$ cat src/rtl/atwb_pkg.sv
package atwb_pkg;
    // Descriptor opcodes.
    localparam logic [2:0] OP_END  = 3'h0;
    localparam logic [2:0] OP_NOP  = 3'h1;
    localparam logic [2:0] OP_IMM  = 3'h2;
    localparam logic [2:0] OP_IMMC = 3'h3;
    localparam logic [2:0] OP_IDX  = 3'h4;
    localparam logic [2:0] OP_IDXC = 3'h5;

    localparam logic [15:0] TX_READY_ADDR  = 16'h800D;
    localparam logic [3:0]  TX_READY_RESET = 4'hF;

    localparam int NUM_CH     = 4;
    localparam int WORD_W     = 32;
    localparam int FIFO_DEPTH = 32;
    localparam int IMM_SLOTS  = 2;

    // Repetition interval step in ms and its length in clock cycles.
    localparam int CLK_MHZ         = 200;
    localparam int REP_TICK_MS     = 10;
    localparam int REP_TICK_CYCLES = CLK_MHZ * 1000 * REP_TICK_MS;

    typedef enum logic [2:0] {
        S_TAKE = 3'b001,
        S_WAIT = 3'b010,
        S_PUSH = 3'b100
    } atwb_state_t;
endpackage : atwb_pkg

$ cat src/rtl/atwb_tx_word_builder.sv
module atwb_fifo #(
    parameter int W     = 34,
    parameter int DEPTH = 32
) (
    // Clock and reset.
    input  wire logic         core_clk,
    input  wire logic         reset,
    // Filling side.
    input  wire logic         in_valid,
    output logic              in_ready,
    input  wire logic [W-1:0] in_data,
    // Draining side.
    output logic              out_valid,
    input  wire logic         out_ready,
    output logic [W-1:0]      out_data
);
    localparam int AW = $clog2(DEPTH);
    typedef struct packed {
        logic [DEPTH-1:0][W-1:0] mem;
        logic [AW-1:0]           wp;
        logic [AW-1:0]           rp;
        logic [AW:0]             cnt;
    } atwb_fifo_t;
    atwb_fifo_t s;
    atwb_fifo_t next_s;
    logic       wr;
    logic       rd;

    assign in_ready  = s.cnt != (AW+1)'(DEPTH);
    assign out_valid = s.cnt != '0;
    assign out_data  = s.mem[s.rp];
    assign wr        = in_valid && in_ready;
    assign rd        = out_valid && out_ready;

    always_comb
    begin
        next_s = s;
        if (wr)
        begin
            next_s.mem[s.wp] = in_data;
            next_s.wp        = s.wp + 1'b1;
        end
        if (rd)
            next_s.rp = s.rp + 1'b1;
        if (wr && !rd)
            next_s.cnt = s.cnt + 1'b1;
        else if (rd && !wr)
            next_s.cnt = s.cnt - 1'b1;
    end

    always_ff @(posedge core_clk)
    begin
        if (reset)
            s <= '0;
        else
            s <= next_s;
    end
endmodule : atwb_fifo

module atwb_tx_word_builder #(
    parameter int FIFO_DEPTH      = atwb_pkg::FIFO_DEPTH,
    parameter int REP_TICK_CYCLES = atwb_pkg::REP_TICK_CYCLES
) (
    // Clock and reset.
    input  wire logic             core_clk,
    input  wire logic             reset,
    // Descriptor stream from the sequencer.
    input  wire logic             desc_valid,
    output logic                  desc_ready,
    input  wire logic [2:0]       desc_opcode,
    input  wire logic [4:0]       desc_index,
    input  wire logic [7:0]       desc_value,
    input  wire logic [1:0]       desc_tx_chan,
    // Received-data RAM and fresh flags.
    output logic                  ram_rd_en,
    output logic [12:0]           ram_addr,
    input  wire logic [7:0]       ram_rd_data,
    input  wire logic             fresh_data_for_tx_flag,
    output logic                  fresh_clear,
    // Immediate transmit command.
    input  wire logic             imm_valid,
    input  wire logic [1:0]       imm_chan,
    input  wire logic [31:0]      imm_word,
    // Control.
    input  wire logic             run_pin,
    input  wire logic             master_tx_enable_bit,
    input  wire logic [3:0]       run_bits,
    input  wire logic [3:0][7:0]  rep_interval,
    output logic [3:0]            seq_start,
    // Register read port.
    input  wire logic             reg_rd_en,
    input  wire logic [15:0]      reg_addr,
    output logic [7:0]            reg_rd_data,
    // Transmit word output.
    output logic                  tx_valid,
    input  wire logic             tx_ready,
    output logic [31:0]           tx_word,
    output logic [1:0]            tx_chan
);
    typedef struct packed {
        atwb_pkg::atwb_state_t state;
        logic [1:0]            bidx;
        logic [31:0]           word;
        logic [1:0]            fchan;
        logic                  has_cond;
        logic                  any_fresh;
        logic [2:0]            pend_op;
        logic [7:0]            pend_val;
        logic                  ram_rd_en;
        logic [12:0]           ram_addr;
        logic                  fresh_clear;
        logic                  push_v;
        logic [33:0]           push_data;
        logic [3:0][1:0][31:0] imm;
        logic [3:0]            imm_wp;
        logic [3:0]            imm_rp;
        logic [3:0][1:0]       imm_cnt;
        logic [3:0][1:0]       held;
        logic [3:0]            rdy;
        logic [7:0]            reg_data;
        logic                  out_full;
        logic                  tx_valid;
        logic [34:0]           out_data;
        logic [31:0]           tick_cnt;
        logic [3:0][7:0]       rep_cnt;
        logic [3:0]            run_q;
        logic                  en_q;
        logic [3:0]            seq_start;
    } atwb_top_t;

    atwb_top_t   s;
    atwb_top_t   next_s;
    logic        en;
    logic        imm_any;
    logic [1:0]  imm_ch;
    logic        f_in_valid;
    logic        f_in_ready;
    logic [34:0] f_in_data;
    logic        f_out_valid;
    logic        f_out_ready;
    logic [34:0] f_out_data;
    logic        placed;
    logic        cond;
    logic [7:0]  byte_v;
    logic        drop;
    logic        tick;

    function automatic logic [31:0] put_byte(input logic [31:0] w, input logic [1:0] i,
                                             input logic [7:0] b);
        logic [31:0] r;
        r = w;
        r[8*i +: 8] = b;
        return r;
    endfunction : put_byte

    function automatic logic [1:0] first_busy(input logic [3:0][1:0] cnt);
        logic [1:0] r;
        r = 2'h0;
        for (int c = 3; c >= 0; c--)
            if (cnt[c] != 2'h0)
                r = 2'(c);
        return r;
    endfunction : first_busy

    assign en          = run_pin && master_tx_enable_bit;
    assign imm_any     = s.imm_cnt != '0;
    assign imm_ch      = first_busy(s.imm_cnt);
    // Waiting immediate words win the FIFO slot over the next built word.
    assign f_in_valid  = imm_any || s.push_v;
    // The top bit marks an immediate word, so its buffer slot is freed when it leaves.
    assign f_in_data   = imm_any ? {1'b1, imm_ch, s.imm[imm_ch][s.imm_rp[imm_ch]]}
                                 : {1'b0, s.push_data};
    assign f_out_ready = en && (!s.out_full || (s.tx_valid && tx_ready));
    assign tick        = s.tick_cnt == 32'(REP_TICK_CYCLES - 1);

    assign desc_ready  = s.state[0];
    assign ram_rd_en   = s.ram_rd_en;
    assign ram_addr    = s.ram_addr;
    assign fresh_clear = s.fresh_clear;
    assign seq_start   = s.seq_start;
    assign reg_rd_data = s.reg_data;
    assign tx_valid    = s.tx_valid;
    assign tx_word     = s.out_data[31:0];
    assign tx_chan     = s.out_data[33:32];

    atwb_fifo #(
        .W     (35),
        .DEPTH (FIFO_DEPTH)
    ) u_fifo (
        .core_clk  (core_clk),
        .reset     (reset),
        .in_valid  (f_in_valid),
        .in_ready  (f_in_ready),
        .in_data   (f_in_data),
        .out_valid (f_out_valid),
        .out_ready (f_out_ready),
        .out_data  (f_out_data)
    );

    always_comb
    begin
        next_s             = s;
        next_s.ram_rd_en   = 1'b0;
        next_s.fresh_clear = 1'b0;
        next_s.seq_start   = '0;
        placed             = 1'b0;
        cond               = 1'b0;
        byte_v             = 8'h00;
        drop               = 1'b0;

        if (f_in_ready && !imm_any && s.push_v)
            next_s.push_v = 1'b0;

        // Immediate double buffer, two words per channel.
        for (int c = 0; c < atwb_pkg::NUM_CH; c++)
        begin
            logic inc;
            logic dec;
            logic done;
            inc  = imm_valid && imm_chan == 2'(c) && s.held[c] != 2'(atwb_pkg::IMM_SLOTS);
            dec  = f_in_ready && imm_any && imm_ch == 2'(c);
            done = s.tx_valid && tx_ready && s.out_data[34] && s.out_data[33:32] == 2'(c);
            if (inc)
            begin
                next_s.imm[c][s.imm_wp[c]] = imm_word;
                next_s.imm_wp[c]           = ~s.imm_wp[c];
            end
            if (dec)
                next_s.imm_rp[c] = ~s.imm_rp[c];
            if (inc && !dec)
                next_s.imm_cnt[c] = s.imm_cnt[c] + 2'h1;
            else if (dec && !inc)
                next_s.imm_cnt[c] = s.imm_cnt[c] - 2'h1;
            // A word keeps its slot until it has left on the line, not just the buffer.
            if (inc && !done)
                next_s.held[c] = s.held[c] + 2'h1;
            else if (done && !inc)
                next_s.held[c] = s.held[c] - 2'h1;
            next_s.rdy[c] = next_s.held[c] != 2'(atwb_pkg::IMM_SLOTS);
        end

        case (s.state)
            atwb_pkg::S_TAKE:
            begin
                if (desc_valid)
                begin
                    if (s.bidx == 2'h0)
                        next_s.fchan = desc_tx_chan;
                    case (desc_opcode)
                        atwb_pkg::OP_IMM:
                        begin
                            byte_v = desc_value;
                            placed = 1'b1;
                        end
                        atwb_pkg::OP_IMMC, atwb_pkg::OP_IDX, atwb_pkg::OP_IDXC:
                        begin
                            next_s.ram_rd_en = 1'b1;
                            next_s.ram_addr  = {desc_index[4:2], desc_value, desc_index[1:0]};
                            next_s.pend_op   = desc_opcode;
                            next_s.pend_val  = desc_value;
                            next_s.state     = atwb_pkg::S_WAIT;
                        end
                        default:
                        begin
                            // End, no-op and the reserved codes drop the partial word.
                            next_s.bidx      = 2'h0;
                            next_s.has_cond  = 1'b0;
                            next_s.any_fresh = 1'b0;
                        end
                    endcase
                end
            end
            atwb_pkg::S_WAIT:
            begin
                cond   = s.pend_op != atwb_pkg::OP_IDX;
                byte_v = (s.pend_op == atwb_pkg::OP_IMMC) ? s.pend_val : ram_rd_data;
                placed = 1'b1;
                if (cond)
                begin
                    next_s.has_cond    = 1'b1;
                    next_s.any_fresh   = s.any_fresh || fresh_data_for_tx_flag;
                    next_s.fresh_clear = 1'b1;
                end
                next_s.state = atwb_pkg::S_TAKE;
            end
            atwb_pkg::S_PUSH:
            begin
                if (!s.push_v)
                    next_s.state = atwb_pkg::S_TAKE;
            end
            default:
                next_s.state = atwb_pkg::S_TAKE;
        endcase

        if (placed)
        begin
            next_s.word = put_byte(s.word, s.bidx, byte_v);
            next_s.bidx = s.bidx + 2'h1;
            if (s.bidx == 2'h3)
            begin
                drop             = next_s.has_cond && !next_s.any_fresh;
                next_s.has_cond  = 1'b0;
                next_s.any_fresh = 1'b0;
                if (!drop)
                begin
                    next_s.push_v    = 1'b1;
                    next_s.push_data = {s.fchan, next_s.word};
                    next_s.state     = atwb_pkg::S_PUSH;
                end
            end
        end

        // Output stage holds its word while transmission is disabled.
        if (f_out_ready)
        begin
            next_s.out_full = f_out_valid;
            next_s.out_data = f_out_data;
        end
        else if (s.tx_valid && tx_ready)
            next_s.out_full = 1'b0;
        next_s.tx_valid = next_s.out_full && en;

        next_s.reg_data = 8'h00;
        if (reg_rd_en && reg_addr == atwb_pkg::TX_READY_ADDR)
            next_s.reg_data = {4'h0, s.rdy};

        // Repetition scheduling in 10 ms steps.
        next_s.tick_cnt = tick ? 32'h0 : s.tick_cnt + 32'h1;
        next_s.run_q    = run_bits;
        next_s.en_q     = en;
        for (int c = 0; c < atwb_pkg::NUM_CH; c++)
        begin
            if (!run_bits[c])
                next_s.rep_cnt[c] = 8'h00;
            else if (!s.run_q[c] || (en && !s.en_q))
            begin
                next_s.seq_start[c] = en;
                next_s.rep_cnt[c]   = 8'h00;
            end
            else if (tick && rep_interval[c] != 8'h00)
            begin
                if (s.rep_cnt[c] + 8'h01 >= rep_interval[c])
                begin
                    next_s.rep_cnt[c]   = 8'h00;
                    next_s.seq_start[c] = en;
                end
                else
                    next_s.rep_cnt[c] = s.rep_cnt[c] + 8'h01;
            end
        end
    end

    always_ff @(posedge core_clk)
    begin
        if (reset)
        begin
            s       <= '0;
            s.state <= atwb_pkg::S_TAKE;
            s.rdy   <= atwb_pkg::TX_READY_RESET;
        end
        else
            s <= next_s;
    end
endmodule : atwb_tx_word_builder

$ cat config.mk
export PLATFORM = sky130hd
export DESIGN_NAME = atwb_tx_word_builder
export DESIGN_NICKNAME = d
export VERILOG_FILES = /design/src/rtl/atwb_pkg.sv /design/src/rtl/atwb_tx_word_builder.sv
export SDC_FILE = /design/constraint.sdc
export NUM_CORES = 2
export LEC_CHECK = 0
export ABC_AREA = 1
export BUFFER_PORTS_ARGS = -buffer_cell sky130_fd_sc_hd__buf_2
export CAP_MARGIN = 20
export CORE_ASPECT_RATIO = 0.5
export CORE_UTILIZATION = 35
export CTS_BUF_LIST = sky130_fd_sc_hd__clkbuf_8
export CTS_CLUSTER_DIAMETER = 50
export DETAILED_ROUTE_END_ITERATION = 10
export PLACE_DENSITY_LB_ADDON = 0.15
export SETUP_SLACK_MARGIN = 0.15
export SLEW_MARGIN = 20
export SYNTH_ARGS = -nofsm -noshare
export SYNTH_HDL_FRONTEND = slang
export SYNTH_SLANG_ARGS = --single-unit
$ cat constraint.sdc
create_clock -name core_clk -period 3.5 [get_ports core_clk]
set_clock_uncertainty 0.05 [all_clocks]
set_input_delay 0.35 -clock core_clk [delete_from_list [all_inputs] [get_ports core_clk]]
set_output_delay 0.35 -clock core_clk [all_outputs]
set_load 0.05 [all_outputs]
; Word-level counts from Yosys, hierarchy flattened
; Index checks and enable logic that the tools add are counted.
[classes]
reduce_logical = 124
n_eq_ne = 31
bitwise = 17
muxes = 93
order_cmp = 17
n_shift = 2
addsub = 27
[op_table]
columns = cell, n
row1 = bitwise mux 1120 bit, 1
row2 = bitwise mux 64 bit, 4
row3 = two-way mux 35 bit, 6
row4 = two-way mux 32 bit, 6
row5 = binary-select mux 35 bit (select 5 bit), 1
row6 = demux 35 bit (select 5 bit), 1
row7 = binary-select mux 64 bit (select 2 bit), 1
row8 = demux 32 bit (select 1 bit), 4
row9 = two-way mux 64 bit, 1
row10 = logical AND 1 bit, 56
row11 = two-way mux 8 bit, 7
row12 = two-way mux 2 bit, 26
row13 = nonzero test 8 bit, 5
row14 = two-way mux 37 bit, 1
row15 = negation 5 -> 34 bit, 1
row16 = "variable shift 8 x 34 -> 32 bit, first input constant", 1
row17 = variable part select 8 x 34 -> 32 bit, 1
row18 = "adder 32 x 1 -> 32 bit, second input constant", 1
row19 = "adder 8 x 1 -> 8 bit, second input constant", 4
row20 = bitwise mux 32 bit, 1
row21 = "== test 32 x 21 -> 1 bit, second input constant", 1
row22 = >= comparator 8 bit, 4
row23 = two-way mux 27 bit, 1
row24 = two-way mux 25 bit, 1
row25 = other kinds (39), 175
[word_totals]
ff_bits = 1640

; Depth between registers and ports, before layout
[logic_depth]
depth_word = 11
depth_mapped = 17
depth_no_buf = 16

; Hierarchy
; A second synthesis with hierarchy kept.
[unflattened]
cells_unflattened = 13584
hier_area_um2 = 83502.6
[by_module_without_submodules]
columns = module, cells_per_inst, seq_area_each_um2, area_per_inst_um2, instances
row1 = atwb_fifo, 9828, 22741.8, 58732.6, 1
row2 = atwb_tx_word_builder, 3756, 9849.4, 24770.0, 1

; Worst setup path after synthesis
; OpenSTA, ideal clock, no wires.
[synth_path]
kind = register to register
from = register s (netlist bit tx_valid)
to = register u_fifo.s[5] in the netlist's numbering
t_arrival_ns = 2.836
path_buffers = 1
setup_slack_ns = 0.544
setup_ns = 0.070
stages_incl_launch_ff = 18
required_ns = 3.380
cell_sequence = dfxtp_1 > nand2_1 > nand2_1 > inv_1 > nor2_1 > buf_1 > o31ai_2 > ha_1 > inv_1 > ha_1 > a21oi_1 > nand2_1 > nand2_1 > nand2_1 > a21oi_1 > xnor2_1 > nand2_1 > a21oi_1
[synth_via]
elab_chain_len = 7
[synth_rtl]
columns = element, line
row1 = from (decl), atwb_tx_word_builder.sv:131  ; atwb_top_t s;
row2 = from (signal assigned), atwb_tx_word_builder.sv:362  ; s <= next_s;
row3 = logical AND 1 bit *, atwb_tx_word_builder.sv:173  ; assign f_out_ready = en && (!s.out_full || (s.tx_valid && tx_ready));
row4 = logical OR 1 bit *, atwb_tx_word_builder.sv:173
row5 = logical AND 1 bit *, atwb_tx_word_builder.sv:173
row6 = logical AND 1 bit *, atwb_tx_word_builder.sv:33  ; assign rd = out_valid && out_ready;
row7 = zero test 1 bit, atwb_tx_word_builder.sv:45  ; if (wr && !rd)
row8 = logical AND 1 bit, atwb_tx_word_builder.sv:45
row9 = two-way mux 6 bit / nonzero test 2 bit (equally long branches), --
row10 = to (signal assigned), atwb_tx_word_builder.sv:56  ; s <= next_s;
row11 = to (decl), atwb_tx_word_builder.sv:24  ; atwb_fifo_t s;
; Mark *: on every way between the ends. The rest lies on a longest branch, timed or not.
; A chain may end at the register's enable or synchronous reset.

; Final worst setup path
[layout_path]
from = register s[17] in the netlist's numbering
to = register s[19] in the netlist's numbering
[layout_via]
elab_chain_len = 3
[layout_rtl]
columns = element, line
row1 = adder 8 x 1 -> 8 bit *, "atwb_tx_word_builder.sv:342, atwb_tx_word_builder.sv:348"
row2 = >= comparator 8 bit, atwb_tx_word_builder.sv:342  ; if (s.rep_cnt[c] + 8'h01 >= rep_interval[c])
row3 = two-way mux 8 bit *, atwb_tx_word_builder.sv:342
; Marked as above.

==> impl_metrics.csv <==
group,metric,value,unit
clock_network,clkTransAtPathRegs,0.06,ns
clock_network,clock_path_buffers,4,
cells_and_area,seq_area,32600,um2
cells_and_area,fin_nets,12200,
worst_setup_path,path_cells,"nand3_1 > nor2_1 > nand2_1 > nor3_1 > xor2_1 > inv_1 > ha_1 > nand2_1 > nor2_1 > nand4_1 > o2111ai_1 > dlygate4sd3_1 > nand2_1 > nand2_1 > nor2_1",
clock_network,root_buffer,"clkbuf_8",
detailed_routing,first_iter_violations,8483,
cells_and_area,instances_no_fill,15300,
detailed_routing,firstDrtPassIters,6,
synth,yosysSeqAreaShare,39.7,%
floorplanning,fp-row-count,125,
worst_setup_path,crit_top_cell,"nand2_1",
clock_network,cts-buffers-inserted,274,
grt,antenna_found_initial,23,
clock_network,clock_latency,0.96,ns
worst_setup_path,path_class,"flop to flop",
detailed_routing,avgViaCountPerCell,5.26,
synth,synth_edf_count,0,
timing,worst_pin_slew,1.19,ns
worst_setup_path,crit_slowest_cell,"dlygate4sd3_1",
pwr,power_density,701,nW/um2
worst_setup_path,end_kind,"flop",
detailed_routing,via_count,80500,
timing,max_freq,0.332,GHz
grt,grt_overflow,0,
synth,synth.distinct_cells,49,
status,status,"completed",
clock_network,cts_tree,"done",
detailed_routing,route.detailed.wl_per_inst,21.6,um
cells_and_area,area_growth,12.2,%
synth,avgSynthCellArea,6.70,um2
detailed_routing,drc,0,
floorplanning,die_y,344,um
floorplanning,die-area,236000,um2
floorplanning,start_util,35.3,%
timing,rsz0062_at_grt,"false",
floorplanning,ioPinCount,184,
clock_network,htree_levels,5,
worst_setup_path,cp.arrival,3.74,ns
min_path,hold_path.class,"input pin to flop",
detailed_routing,antenna_left,0,
cells_and_area,fillCellCount,24700,
flow_run,drv.max_cap_violation_count,0,
grt,grt_usage,27.0,%
timing,finalSetupViolCount,0,
worst_setup_path,required,4.23,ns
timing,slew_viol_final,0,
grt,grt_start_max_net_pins,184,
floorplanning,dieWidth,687,um
synth,syn_inst,12200,
pwr,vdd_ir_drop_max,1.07,mV
placement,place_congestion,0.848,
cells_and_area,drive_gt1_share,8.19,%
timing,post-route-min-period,3.01,ns
synth,yosysWarnings,0,
synth,netlist_area,82000,um2
timing,slew_headroom,20.5,%
floorplanning,coreArea,233000,um2
timing,finalSetupTns,0,ns
pwr,p_leak,42.3,nW
synth,synth-main-ff-cell,"dfxtp_1",
detailed_routing,routed_wl,330000,um
placement,port_buffers,179,
grt,grt_pass1_wl,487000,um
timing,hold_viol,0,
worst_setup_path,cp_max_fo,8,
clock_network,cts.sinks,1628,
timing,period_share,86.0,%
placement,place_hpwl,187000,um
synth,ys_ff_latch,1628,
synth,ys_async_sr_fraction,0,%
worst_setup_path,critPathLaunchType,"flop",
grt,grt_pass1_vias,74200,
placement,dp.cells,14800,
cells_and_area,multi_input_area,37600,um2
worst_setup_path,slowest_delay,0.57,ns
-- worst paths after layout --
path,from,to,slack (ns),cells past startpoint
setup / recovery,s[17]$_SDFFE_PP0P_,s[19]$_SDFFE_PP0P_,0.49,15
hold / removal,ram_rd_data[6],s[473]$_SDFFE_PP0P_,0.07,8
setup reg to reg,s[17]$_SDFFE_PP0P_,s[19]$_SDFFE_PP0P_,0.49,15
hold reg to reg,s[120]$_SDFF_PP1_,reg_rd_data[2]$_SDFF_PP0_,0.36,2
-- flip-flops by register name, indices dropped and copies added (netlist names), 2 cells and up --
register,cells
reg_rd_data,4
tx_chan,2
tx_word,32
ram_addr,6
seq_start,4
s,440
u_fifo.s,1136
-- repair_timing --
action | CTS | global route
gates resized for setup | 0 | 1
buffers inserted | 0 | 0
hold buffers | 87 | 0
endpoints found under the setup margin | 0 | 8
endpoints found under the hold margin | 398 | 0
-- power by group --
part | total [mW] | internal, mW | switching [mW]
Clock | 17.4 | 8.90 | 8.51
Sequential | 20.1 | 19.6 | 0.472
Combinational | 27.0 | 6.98 | 20.1
Total | 64.5 | 35.5 | 29.0
-- critical path, delay by kind of cell (launching register included) --
kind	cells	cell delay (ns)
xor+xnor	1	0.16
compound gates	1	0.10
fa+ha+maj	1	0.29
buf+inv	2	0.64
simple gates	10	1.25
flops	1	0.39
-- synthesized netlist by cell type, types with 45 or more instances --
cell | count | area share, %
nand3_1 | 1691 | 10
ha_1 | 60 | 0.92
inv_1 | 1902 | 8.7
buf_1 | 148 | 0.68
a21oi_1 | 1264 | 7.7
dfxtp_1 | 1628 | 40
o21ai_0 | 733 | 4.5
nor3_1 | 45 | 0.27
buf_4 | 139 | 1.3
o21a_1 | 463 | 4.2
o211ai_1 | 176 | 1.6
nand2_1 | 2275 | 10
buf_2 | 215 | 1.3
clkbuf_1 | 544 | 2.5
nand4_1 | 115 | 0.88
nor2_1 | 578 | 2.6
-- layout by cell type, fill, tap and decap left out, drive strengths merged, types with 341 or more instances in the layout --
cell and instances:
clkbuf 341, nand3 1720, o21a 463, inv 2013, nand2 2286, dfxtp 1628, buf 480, o21ai 736
a21oi 1265, nor2 591
-- routing by layer --
layer	share of wire (%)	GRT usage, %
met2	43	42.5
met5	0.011	0
met3	7.3	3.63
met1	46	38.3
met4	2.9	8.02
-- logic make-up (layout without fill, tap and decap cells) --
family                     Yosys count  count (layout)  synth area share (%)
other                                1              14               0.00457
xor gates and xnor gates            42              42                 0.448
and+or+nand+nor                   4790            4790                  25.4
AOI/OAI and AO/OA                 2712            2712                  18.7
adders and majority gates           61              61                 0.940
buffers and inverters             3006            2966                  14.8
DFF                               1628            1628                  39.7
-- stage by stage --
step                      utilization (%)  power (mW)  worst slack (ns)  instance area [um2]  hold WS (ns)
after floorplan                         -        36.2             0.544                82000         0.344
after global placement               36.9        46.8             0.546                85800         0.346
after detailed placement             36.9        46.9             0.520                85800         0.354
after CTS                            39.6        64.3             0.365                92000       0.00335
after global routing                 39.6        67.3             0.195                92000        0.0907
final                                39.6        64.5             0.491                92000        0.0700
-- area by class of cell --
class	count	area share, %
multi-input combinational	7609	40.9
sequential	1628	35.4
tap	3111	4.23
clock buffer	341	5.10
clock inverter	129	0.663
timing repair buffer	567	5.79
inverter	1929	7.90
antenna	10	0.0272
No activity file was read; power rests on OpenSTA's default activity.
